## src/pkg/fcf_map.svh

```systemverilog
`ifndef FCF_MAP_SVH
`define FCF_MAP_SVH

// ****************************************
// fault codes
// ****************************************
`define FCF_TYPE_FLOAT 8'h04
`define FCF_TYPE_CONSTRAINT 8'h05
`define FCF_SUB_RANGE 8'h01
`define FCF_SUB_NONE 8'h00

// ****************************************
// floating subtype bit positions
// ****************************************
`define FCF_FB_OVF 0
`define FCF_FB_UNF 1
`define FCF_FB_INV 2
`define FCF_FB_ZDIV 3
`define FCF_FB_INX 4
`define FCF_FB_RESENC 5

// ****************************************
// register offsets
// ****************************************
`define FCF_OFS_CTRL 8'h00
`define FCF_OFS_STATUS 8'h04
`define FCF_OFS_MASK 8'h08
`define FCF_OFS_LAST 8'h0C

// ****************************************
// control and status fields
// ****************************************
`define FCF_CTRL_CON_EN 0
`define FCF_CTRL_FP_EN 1
`define FCF_ST_CON 0
`define FCF_ST_FPRE 1
`define FCF_ST_FPOST 2
`define FCF_ST_LOST 3

// ****************************************
// reset values
// ****************************************
`define FCF_CTRL_RST 2'h3
`define FCF_MASK_RST 4'h0

`endif

```

## src/pkg/fcf_pkg.sv

```systemverilog
`default_nettype none
package fcf_pkg;

  // arithmetic controls as seen by the classifier
  typedef struct packed {
    logic [2:0] cc;
    logic norm_mode;
    logic mask_ovf;
    logic mask_unf;
    logic mask_inv;
    logic mask_zdiv;
    logic mask_inx;
  } fcf_arith_ctl_s;

  // fault-if instruction completing
  typedef struct packed {
    logic valid;
    logic [2:0] cond;
    logic [31:0] ip;
  } fcf_faultif_s;

  // floating operation at issue, before it executes
  typedef struct packed {
    logic valid;
    logic inv_operand;
    logic is_div;
    logic divisor_zero;
    logic denorm_src;
    logic [31:0] ip;
    logic [31:0] next_ip;
  } fcf_fp_issue_s;

  // floating operation at commit, after the destination is written
  typedef struct packed {
    logic valid;
    logic ovf;
    logic unf;
    logic inx;
    logic round_up;
    logic bias_adj;
    logic [79:0] adj_result;
    logic [31:0] ip;
    logic [31:0] next_ip;
  } fcf_fp_commit_s;

  // fault record handed to the dispatch logic
  typedef struct packed {
    logic [7:0] ftype;
    logic [7:0] subtype;
    logic [1:0] flags;
    logic [79:0] fdata;
    logic [31:0] fault_ip;
    logic [31:0] saved_ip;
    logic saved_ip_used;
  } fcf_record_s;

  typedef enum logic [1:0] {
    FCF_SRC_NONE = 2'b00,
    FCF_SRC_CON = 2'b01,
    FCF_SRC_FPRE = 2'b10,
    FCF_SRC_FPOST = 2'b11
  } fcf_src_e;

endpackage : fcf_pkg
`default_nettype wire

```

## src/hw/fcf_fp_classify.sv

```systemverilog
`timescale 1ns/1ps
`default_nettype none
`include "fcf_map.svh"
module fcf_fp_classify (
  input wire fcf_pkg::fcf_arith_ctl_s ctl,
  input wire fcf_pkg::fcf_fp_issue_s iss,
  input wire fcf_pkg::fcf_fp_commit_s cmt,
  output logic pre_fire,
  output logic [7:0] pre_sub,
  output logic post_fire,
  output logic [7:0] post_sub,
  output logic [1:0] post_flags,
  output logic [79:0] post_fdata
);
  import fcf_pkg::*;

  // ****************************************
  // checks before execution
  // ****************************************
  wire resenc_hit = iss.valid & iss.denorm_src & ~ctl.norm_mode;
  wire inv_hit = iss.valid & iss.inv_operand & ~ctl.mask_inv;
  wire zdiv_hit = iss.valid & iss.is_div & iss.divisor_zero & ~ctl.mask_zdiv;

  // one bit only: reserved encoding, then invalid, then zero divide
  wire resenc_sel = resenc_hit;
  wire inv_sel = inv_hit & ~resenc_hit;
  wire zdiv_sel = zdiv_hit & ~resenc_hit & ~inv_hit;

  assign pre_fire = resenc_hit | inv_hit | zdiv_hit;
  assign pre_sub = {2'b00, 1'b0, 1'b0, 4'h0}
    | (8'h01 << `FCF_FB_RESENC) * {7'h00, resenc_sel}
    | (8'h01 << `FCF_FB_INV) * {7'h00, inv_sel}
    | (8'h01 << `FCF_FB_ZDIV) * {7'h00, zdiv_sel};

  // ****************************************
  // checks after the result is written
  // ****************************************
  wire ovf_hit = cmt.valid & cmt.ovf & ~ctl.mask_ovf;
  wire unf_hit = cmt.valid & cmt.unf & ~cmt.ovf & ~ctl.mask_unf;
  wire inx_hit = cmt.valid & cmt.inx & ~ctl.mask_inx;
  wire range_hit = ovf_hit | unf_hit;

  assign post_fire = range_hit | inx_hit;
  assign post_sub = {2'b00, 1'b0, inx_hit, 1'b0, 1'b0, unf_hit, ovf_hit};
  assign post_flags = {range_hit & cmt.bias_adj, range_hit & inx_hit & cmt.round_up};
  assign post_fdata = range_hit ? cmt.adj_result : 80'h0;

endmodule : fcf_fp_classify
`default_nettype wire

```

## src/hw/fcf_top.sv

```systemverilog
`timescale 1ns/1ps
`default_nettype none
`include "fcf_map.svh"
module fcf_top #(
  parameter int ADR_W = 8
) (
  input wire logic clk,
  input wire logic nrst,
  input wire fcf_pkg::fcf_arith_ctl_s ctl,
  input wire fcf_pkg::fcf_faultif_s fif,
  input wire fcf_pkg::fcf_fp_issue_s iss,
  input wire fcf_pkg::fcf_fp_commit_s cmt,
  output logic fp_squash,
  output logic fault_valid,
  output var fcf_pkg::fcf_record_s fault_rec,
  input wire logic [ADR_W-1:0] reg_addr,
  input wire logic [31:0] reg_wdata,
  input wire logic reg_wr,
  input wire logic reg_rd,
  output logic [31:0] reg_rdata,
  output logic irq
);
  import fcf_pkg::*;

  // ****************************************
  // elaboration checks
  // ****************************************
  generate
    if (ADR_W < 4) begin : g_bad_adr
      $error("fcf_top: ADR_W must be at least 4");
    end
  endgenerate

  // ****************************************
  // helpers
  // ****************************************
  // fault-if holds a mask of conditions; an all-zero mask asks for the unordered code
  function automatic logic cc_match(input logic [2:0] cc, input logic [2:0] cond);
    cc_match = (cond == 3'b000) ? (cc == 3'b000) : ((cc & cond) != 3'b000);
  endfunction : cc_match

  function automatic logic [ADR_W-1:0] ofs(input logic [7:0] o);
    ofs = ADR_W'(o);
  endfunction : ofs

  // ****************************************
  // register state
  // ****************************************
  logic [1:0] ctrl_r;
  logic [3:0] status_r;
  logic [3:0] mask_r;
  logic [15:0] last_r;
  logic [31:0] rdata_r;
  logic valid_r;
  fcf_record_s rec_r;

  wire con_en = ctrl_r[`FCF_CTRL_CON_EN];
  wire fp_en = ctrl_r[`FCF_CTRL_FP_EN];

  // ****************************************
  // floating classifier
  // ****************************************
  logic pre_fire;
  logic [7:0] pre_sub;
  logic post_fire;
  logic [7:0] post_sub;
  logic [1:0] post_flags;
  logic [79:0] post_fdata;

  fcf_fp_classify u_cls (
    .ctl(ctl),
    .iss(iss),
    .cmt(cmt),
    .pre_fire(pre_fire),
    .pre_sub(pre_sub),
    .post_fire(post_fire),
    .post_sub(post_sub),
    .post_flags(post_flags),
    .post_fdata(post_fdata)
  );

  // ****************************************
  // event detection
  // ****************************************
  // constraint check runs only on a completed fault-if, so nothing is undone
  wire con_ev = con_en & fif.valid & cc_match(ctl.cc, fif.cond);
  wire fpre_ev = fp_en & pre_fire;
  wire fpost_ev = fp_en & post_fire;

  // the execution unit must not execute an operand-faulting op
  assign fp_squash = fpre_ev;

  // one report per cycle; losers are counted as lost, not queued
  wire [1:0] src_sel = con_ev ? FCF_SRC_CON :
                       fpre_ev ? FCF_SRC_FPRE :
                       fpost_ev ? FCF_SRC_FPOST : FCF_SRC_NONE;
  wire [1:0] ev_cnt = 2'(con_ev) + 2'(fpre_ev) + 2'(fpost_ev);
  wire lost_ev = ev_cnt > 2'd1;

  // ****************************************
  // record assembly
  // ****************************************
  fcf_record_s rec_nxt;

  always_comb begin
    rec_nxt = '0;
    case (fcf_src_e'(src_sel))
      FCF_SRC_CON: begin
        rec_nxt.ftype = `FCF_TYPE_CONSTRAINT;
        rec_nxt.subtype = `FCF_SUB_RANGE;
        rec_nxt.flags = 2'h0;
        rec_nxt.fdata = 80'h0;
        rec_nxt.fault_ip = fif.ip;
        rec_nxt.saved_ip = 32'h0;
        rec_nxt.saved_ip_used = 1'b0;
      end
      FCF_SRC_FPRE: begin
        rec_nxt.ftype = `FCF_TYPE_FLOAT;
        rec_nxt.subtype = pre_sub;
        rec_nxt.flags = 2'h0;
        rec_nxt.fdata = 80'h0;
        rec_nxt.fault_ip = iss.ip;
        rec_nxt.saved_ip = iss.next_ip;
        rec_nxt.saved_ip_used = 1'b1;
      end
      FCF_SRC_FPOST: begin
        rec_nxt.ftype = `FCF_TYPE_FLOAT;
        rec_nxt.subtype = post_sub;
        rec_nxt.flags = post_flags;
        rec_nxt.fdata = post_fdata;
        rec_nxt.fault_ip = cmt.ip;
        rec_nxt.saved_ip = cmt.next_ip;
        rec_nxt.saved_ip_used = 1'b1;
      end
      default: begin
        rec_nxt = rec_r;
      end
    endcase
  end

  wire report_ev = src_sel != FCF_SRC_NONE;

  always_ff @(posedge clk or negedge nrst) begin
    if (!nrst) begin
      rec_r <= '0;
      valid_r <= 1'b0;
    end else begin
      rec_r <= rec_nxt;
      valid_r <= report_ev;
    end
  end

  assign fault_valid = valid_r;
  assign fault_rec = rec_r;

  // ****************************************
  // register decode
  // ****************************************
  wire hit_ctrl = reg_addr == ofs(`FCF_OFS_CTRL);
  wire hit_status = reg_addr == ofs(`FCF_OFS_STATUS);
  wire hit_mask = reg_addr == ofs(`FCF_OFS_MASK);
  wire hit_last = reg_addr == ofs(`FCF_OFS_LAST);

  wire wr_ctrl = reg_wr & hit_ctrl;
  wire wr_status = reg_wr & hit_status;
  wire wr_mask = reg_wr & hit_mask;

  // ****************************************
  // sticky status, set wins over clear
  // ****************************************
  wire [3:0] st_set = {lost_ev, fpost_ev, fpre_ev, con_ev};
  wire [3:0] st_clr = wr_status ? reg_wdata[3:0] : 4'h0;
  wire [3:0] status_nxt = (status_r & ~st_clr) | st_set;

  wire [1:0] ctrl_nxt = wr_ctrl ? reg_wdata[1:0] : ctrl_r;
  wire [3:0] mask_nxt = wr_mask ? reg_wdata[3:0] : mask_r;
  wire [15:0] last_nxt = report_ev ? {rec_nxt.ftype, rec_nxt.subtype} : last_r;

  always_ff @(posedge clk or negedge nrst) begin
    if (!nrst) begin
      ctrl_r <= `FCF_CTRL_RST;
      mask_r <= `FCF_MASK_RST;
      status_r <= 4'h0;
      last_r <= 16'h0000;
    end else begin
      ctrl_r <= ctrl_nxt;
      mask_r <= mask_nxt;
      status_r <= status_nxt;
      last_r <= last_nxt;
    end
  end

  // ****************************************
  // read path, unmapped reads return zero
  // ****************************************
  wire [31:0] rd_mux = hit_ctrl ? {30'h0, ctrl_r} :
                       hit_status ? {28'h0, status_r} :
                       hit_mask ? {28'h0, mask_r} :
                       hit_last ? {16'h0, last_r} : 32'h0;
  wire [31:0] rdata_nxt = reg_rd ? rd_mux : 32'h0;

  always_ff @(posedge clk or negedge nrst) begin
    if (!nrst) begin
      rdata_r <= 32'h0;
    end else begin
      rdata_r <= rdata_nxt;
    end
  end

  assign reg_rdata = rdata_r;

  // ****************************************
  // interrupt
  // ****************************************
  // a mask bit of one enables that status bit onto the line
  assign irq = |(status_r & mask_r);

endmodule : fcf_top
`default_nettype wire

```

## config.mk

```make
export PLATFORM = sky130hd
export DESIGN_NAME = fcf_top
export DESIGN_NICKNAME = d
export VERILOG_FILES = /design/src/pkg/fcf_pkg.sv /design/src/hw/fcf_fp_classify.sv /design/src/hw/fcf_top.sv
export VERILOG_INCLUDE_DIRS = /design/src /design/src/pkg
export SDC_FILE = /design/constraint.sdc
export NUM_CORES = 1
export LEC_CHECK = 0
export CORE_AREA = 2 2 199 201
export CTS_CLUSTER_SIZE = 24
export DETAILED_ROUTE_END_ITERATION = 7
export DIE_AREA = 0 0 201 203
export DONT_BUFFER_PORTS = 1
export SLEW_MARGIN = 15
export SYNTH_ARGS = -nofsm -noshare
export SYNTH_HDL_FRONTEND = slang
export SYNTH_SLANG_ARGS = --single-unit
```

## constraint.sdc

```tcl
create_clock -name clk -period 2.2 [get_ports clk]
set_input_delay 0.22 -clock clk [delete_from_list [all_inputs] [get_ports clk]]
set_output_delay 0.22 -clock clk [all_outputs]
set_load 0.03 [all_outputs]
```

Yosys cells after proc, flatten, opt, wreduce, memory -nomap -nowiden
Index checks and enable logic that the tools add are counted.
{"block": "totals", "n_memories": 0, "in_bits": 308, "rom_bits": 0, "output_inout_bits": 198, "latchBits": 0, "ram_bits": 0, "elab_cells": 88, "ff_bits": 206}
{"block": "classes", "n_bitwise": 47, "n_mux": 12, "eq_ne": 6, "add_sub_neg": 2, "div_mod_pow": 0, "n_shift": 0, "order_cmp": 1, "n_mul": 0, "reduce_logical": 7}
{"op": "case mux 163 bit (3 select lines)", "count": 1}
{"op": "two-way mux 16 bit", "count": 5}
{"op": "two-way mux 80 bit", "count": 1}
{"op": "AND 1 bit", "count": 27}
{"op": "== test 8 x 4 -> 1 bit, second input constant", "count": 2}
{"op": "inverter 1 bit", "count": 9}
{"op": "AND 4 bit", "count": 2}
{"op": "== test 8 x 3 -> 1 bit, second input constant", "count": 1}
{"op": "logical NOT 8 bit", "count": 1}
{"op": "OR 8 x 4 -> 8 bit", "count": 1}
{"op": "logical NOT 3 bit", "count": 2}
{"op": "two-way mux 2 bit", "count": 3}
{"op": "OR 6 x 3 -> 6 bit", "count": 1}
{"op": "nonzero test 3 bit", "count": 2}
{"op": "== test 2 bit, second input constant", "count": 2}
{"op": "two-way mux 4 bit", "count": 1}
{"op": "inverter 4 bit", "count": 1}
{"op": "OR 1 bit", "count": 4}
{"op": "OR 4 bit", "count": 1}
{"op": "OR reduction 4 bit", "count": 1}
{"op": "AND 3 bit", "count": 1}
{"op": "adder 1 x 1 -> 2 bit", "count": 1}
{"op": "adder 2 x 1 -> 2 bit", "count": 1}
{"op": "== test 2 x 1 -> 1 bit, second input constant", "count": 1}
{"op": "other kinds (3)", "count": 3}

Longest topological paths before layout
{"block": "depth", "depth_word": 11, "ltp_mapped": 9, "depth_no_buf": 7}

Modules after synthesis
From an unflattened synthesis, not the netlist that was laid out.
{"block": "unflattened", "cells_unflattened": 916, "area_unflattened_um2": 9805.7}
{"mod": "fcf_top", "cells_per_inst": 782, "n_inst": 1, "area_each_um2": 8931.1, "seq_area_each_um2": 5157.4}
{"mod": "fcf_fp_classify", "cells_per_inst": 134, "n_inst": 1, "area_each_um2": 874.6, "seq_area_each_um2": 0.0}

Worst setup path after synthesis
Ideal clock, no wire load.
{"block": "synth_path", "path_type": "input port to flip-flop", "from": "in ctl[6] in the netlist's numbering", "to": "reg status_r[3]", "stages": 9, "t_required_ps": 2077, "slack_ps": -2, "t_arrival_ps": 2079, "setup_ps": 123, "path_buffers": 2, "cell_sequence": "or4_1 o31ai_4 nand2_1 inv_2 buf_2 buf_4 ha_1 a21oi_1 nand2_1"}
{"block": "synth_between", "elab_chain_len": 8, "elab_cells_between_ends": 9, "classes_between": "add/sub (2); order compare (1); mux (1); bitwise (3); reduce/logical (2)"}
{"item": "from (decl)", "line": "fcf_top.sv:9", "rtl": "input wire fcf_pkg::fcf_arith_ctl_s ctl,"}
{"item": "AND 3 bit", "line": "fcf_top.sv:39", "rtl": "cc_match = (cond == 3'b000) ? (cc == 3'b000) : ((cc & cond) != 3'b000);"}
{"item": "nonzero test 3 bit", "line": "fcf_top.sv:39"}
{"item": "two-way mux 1 bit (*)", "line": "fcf_top.sv:39"}
{"item": "AND 1 bit (*)", "line": "fcf_top.sv:86", "rtl": "wire con_ev = con_en & fif.valid & cc_match(ctl.cc, fif.cond);"}
{"item": "adder 1 x 1 -> 2 bit (*)", "line": "fcf_top.sv:97", "rtl": "wire [1:0] ev_cnt = 2'(con_ev) + 2'(fpre_ev) + 2'(fpost_ev);"}
{"item": "adder 2 x 1 -> 2 bit (*)", "line": "fcf_top.sv:97"}
{"item": "> comparator 2 x 1 -> 1 bit (*)", "line": "fcf_top.sv:98", "rtl": "wire lost_ev = ev_cnt > 2'd1;"}
{"item": "OR 4 bit (*)", "line": "fcf_top.sv:173", "rtl": "wire [3:0] status_nxt = (status_r & ~st_clr) | st_set;"}
{"item": "via status_nxt[3]", "line": "fcf_top.sv:173"}
{"item": "to (signal assigned)", "line": "fcf_top.sv:188", "rtl": "status_r <= status_nxt;"}
{"item": "to (decl)", "line": "fcf_top.sv:50", "rtl": "logic [3:0] status_r;"}
Mark *: on every way through the listed nets, which the timed path passes. The rest lies on a longest branch.
A chain may end at the register's enable or synchronous reset.

Final worst setup path
{"block": "layout_path", "from": "reg ctrl_r[1]", "to": "out fp_squash"}
{"block": "layout_between", "elab_chain_len": 1}
{"item": "from (decl)", "line": "fcf_top.sv:49", "rtl": "logic [1:0] ctrl_r;"}
{"item": "from (signal assigned)", "line": "fcf_top.sv:181", "rtl": "ctrl_r <= `FCF_CTRL_RST;"}
{"item": "from (signal assigned)", "line": "fcf_top.sv:186", "rtl": "ctrl_r <= ctrl_nxt;"}
{"item": "AND 1 bit", "line": "fcf_top.sv:87", "rtl": "wire fpre_ev = fp_en & pre_fire;"}
{"item": "to (decl)", "line": "fcf_top.sv:13", "rtl": "output logic fp_squash,"}
Every way passes these cells.

==> metrics.yaml <==
status:
  status: "complete, but fails checks"
  violations: "negative hold slack"
place:
  io_buffer_count: 0
  globalplace.congestion: 0.820
  dp_hpwl_mm: 21.1
flow_run:
  max_cap_viol_count: 0
die:
  die_w_um: 201
  rows: 72
  coreArea_um2: 38500
  num_io_pins: 506
  start_util_pct: 23.0
  die_h_um: 203
  dieArea_um2: 40800
yosys:
  synth-seq-area-share_pct: 58.4
  syn_avg_cell_area_um2: 10.8
  synthSimpleGateAreaFrac_pct: 14.4
  synth-edff-count: 0
  synth_xor_area_share_pct: 0
  syn-cell-area_um2: 8830
  yosysWarnings: 0
  synth-main-ff-cell: "dfrtp_1"
  syn_inst: 817
  synth_top_family_by_area: "compound AO/OA/AOI/OAI gates"
  synth-seq-cells: 206
  synth_compound_area_share_pct: 19.5
  synthMuxAreaShare_pct: 1.52
  synthArstFlopShare_pct: 100
  yosys.cell_types.count: 41
  synth_fa_ha_area_share_pct: 0.142
routing:
  via_per_inst: 5.01
  via_count: 7976
  drt-pass1-iter-count: 5
  wl_mm: 33.8
  avgRoutedWirePerCell_um: 21.2
  dr.first_iter.drc_count: 676
  remaining_drc_errors: 0
  ant_nets: 0
timing:
  clock_skew_ns: 0.0151
  setup_viol: 0
  tightestPinTransition_ns: 0.730
  slew_violations: 0
  relSlewSlack_pct: 51.3
  tns_ns: 0
  finalCriticalPeriod_ns: 2.11
  fmax_mhz: 474
  hold_ws_ns: -0.614
  post-route-period-util_pct: 95.9
  hold_viol: 206
finish:
  regArea_um2: 5160
  drive_gt1_share_pct: 10.7
  final_nets: 1360
  n_fill_cell: 3727
  multiInputGateArea_um2: 3250
  syn2layout_area_growth_pct: 45.4
setup_path:
  path_max_fanout: 10
  cp_data_arrival_time_ns: 1.89
  reg2reg_slack_ns: 0.15
  start_kind: "flip-flop"
  endpoint_kind: "primary output"
  critPathKind: "reg2out"
  required_ns: 1.98
global_routing:
  grt_max_degree: 207
  grt_first_pass_wirelength_mm: 49.5
  globalRouteTotalUtil_pct: 15.4
  antenna_found_initial: 6
  grt_pass1_vias: 8206
  grt_overflow_total: 0
clocking:
  clock_latency_ns: 0.54
  hold_buffers: 234
  cts.clk_slew.worst_paths_ns: 0.06
  root_buffer: "clkbuf_16"
  cts_sinks: 206
  cts_buffer_depth: 3
  htree_levels: 1
  cts_tree: "done"
  cts_made_buffers: 24
min_path:
  worst_hold_path_type: "in2async"
pwr:
  peakVddDrop_v: 0.000538
  p_per_area_nw_per_um2: 830
  p_leak_nw: 5.55
  p_total_w: 0.0107
==> final cells by class <==
| cell class | instances | area share (%) |
|---|---|---|
| Clock buffer | 33 | 5.41 |
| Tap cell | 518 | 5.05 |
| Timing Repair Buffer | 284 | 22.4 |
| Antenna cell | 6 | 0.117 |
| Clock inverter | 11 | 0.819 |
| Multi-Input combinational cell | 511 | 25.3 |
| Sequential cell | 206 | 40.2 |
| Inverter | 24 | 0.721 |
==> cells by family after synthesis <==
kind of cell,after synthesis
AND/OR/NAND/NOR,277
AO/OA/AOI/OAI,207
flip-flops,206
buffers and inverters,115
multiplexers,10
adder cells (fa/ha/maj),1
other,1
==> Yosys cell counts, drive strengths merged (11+ instances only) <==
cell | number | area share (%)
a22o | 81 | 8.0
dfrtp | 204 | 58
nand3 | 39 | 2.2
inv | 24 | 1.0
o31ai | 16 | 1.6
nand2 | 73 | 3.1
a311oi | 46 | 4.6
and2 | 30 | 2.1
clkbuf | 39 | 1.7
nor3 | 43 | 2.4
a21oi | 11 | 0.62
a211oi | 16 | 1.4
o41ai | 18 | 1.8
nor2 | 75 | 3.2
buf | 52 | 3.3
==> metal layers <==
metal	wire, um	global-route usage [%]	vias up
li1	-	-	3415
met3	3860	5.25	86
met4	1410	7.88	0
met2	16500	26.7	598
met1	12100	16.9	3877
met5	0	0	-
==> state kept, by name, indices dropped and copies added (netlist names) <==
name	flops
last_r	16
mask_r	4
status_r	4
fault_rec	163
fault_valid	1
ctrl_r	2
reg_rdata	16
==> worst max-delay path: stages (launching register included) <==
cell and delay, ns:
dfstp_2 0.59, and2_1 0.21, o31ai_4 0.10, inv_2 0.18, buf_4 0.27
==> timing repair <==
action | 4_1_cts | 5_1_grt
buffers inserted | 1 | 0
pin swaps | 1 | 0
resized for setup | 0 | 7
endpoints found under the setup margin | 38 | 29
hold endpoints to repair | 373 | 206
cloned | 0 | 1
==> power breakdown <==
group / leakage [nW] / switching [W] / internal (W)
Clock: 0.396 / 0.00165 / 0.00234
Combinational: 2.53 / 0.000697 / 0.000733
Sequential: 2.62 / 0.00107 / 0.00416
==> final timing paths <==
check / startpoint / end / depth (start not counted)
min in group clk: reg_addr[3] / reg_rdata[3] / 3
max reg2reg: ctrl_r[1] / fault_rec[1] / 7
min reg2reg: last_r[10] / last_r[10] / 1
min: nrst / fault_rec[158] / 0
max: ctrl_r[1] / fp_squash / 4
max in group asynchronous: nrst / fault_rec[55] / 0
==> metrics by stage <==
stage | setup slack (ns) | util [%] | area, um^2 | std cells | hold slack [ns]
6_report | 0.0901 | 33.4 | 12800 | 1593 | -0.614
5_1_grt | -0.00541 | 33.4 | 12800 | 1592 | -0.652
4_1_cts | 0.00489 | 33.2 | 12800 | 1586 | -0.661
3_5_place_dp | -0.0376 | 25.0 | 9610 | 1307 | -0.0715
3_3_place_gp | 0.00666 | 25.0 | 9610 | 1307 | -0.0715
2_1_floorplan | 0.0337 | - | 8890 | 832 | -0.0756
==> cell usage in the layout (no fill, tap or decap), types with 2 or more instances in the layout <==
cell type and count:
mux2_2 7, a311oi_1 46, a31oi_1 2, inv_2 2
a21o_1 3, nand3_1 39, and3b_1 2, nor2b_1 6
dlygate4sd3_1 234, o31ai_1 14, a211oi_4 2, clkbuf_8 6
nand2_1 72, diode_2 6, nor2_1 75, a22o_1 81
buf_4 36, o21ai_0 7, and2_1 29, a21oi_1 11
nand2b_1 4, clkbuf_16 25, mux4_2 2, buf_12 10
buf_6 3, o41ai_1 16, conb_1 16, clkinv_2 5
clkbuf_1 3, a22oi_1 4, dfstp_2 2, o41ai_2 2
dfrtp_1 204, nor3_1 43, o31ai_4 2, a211oi_1 14
or3b_1 2, clkinv_4 2, inv_1 21
Power figures use the tool's default switching activity.
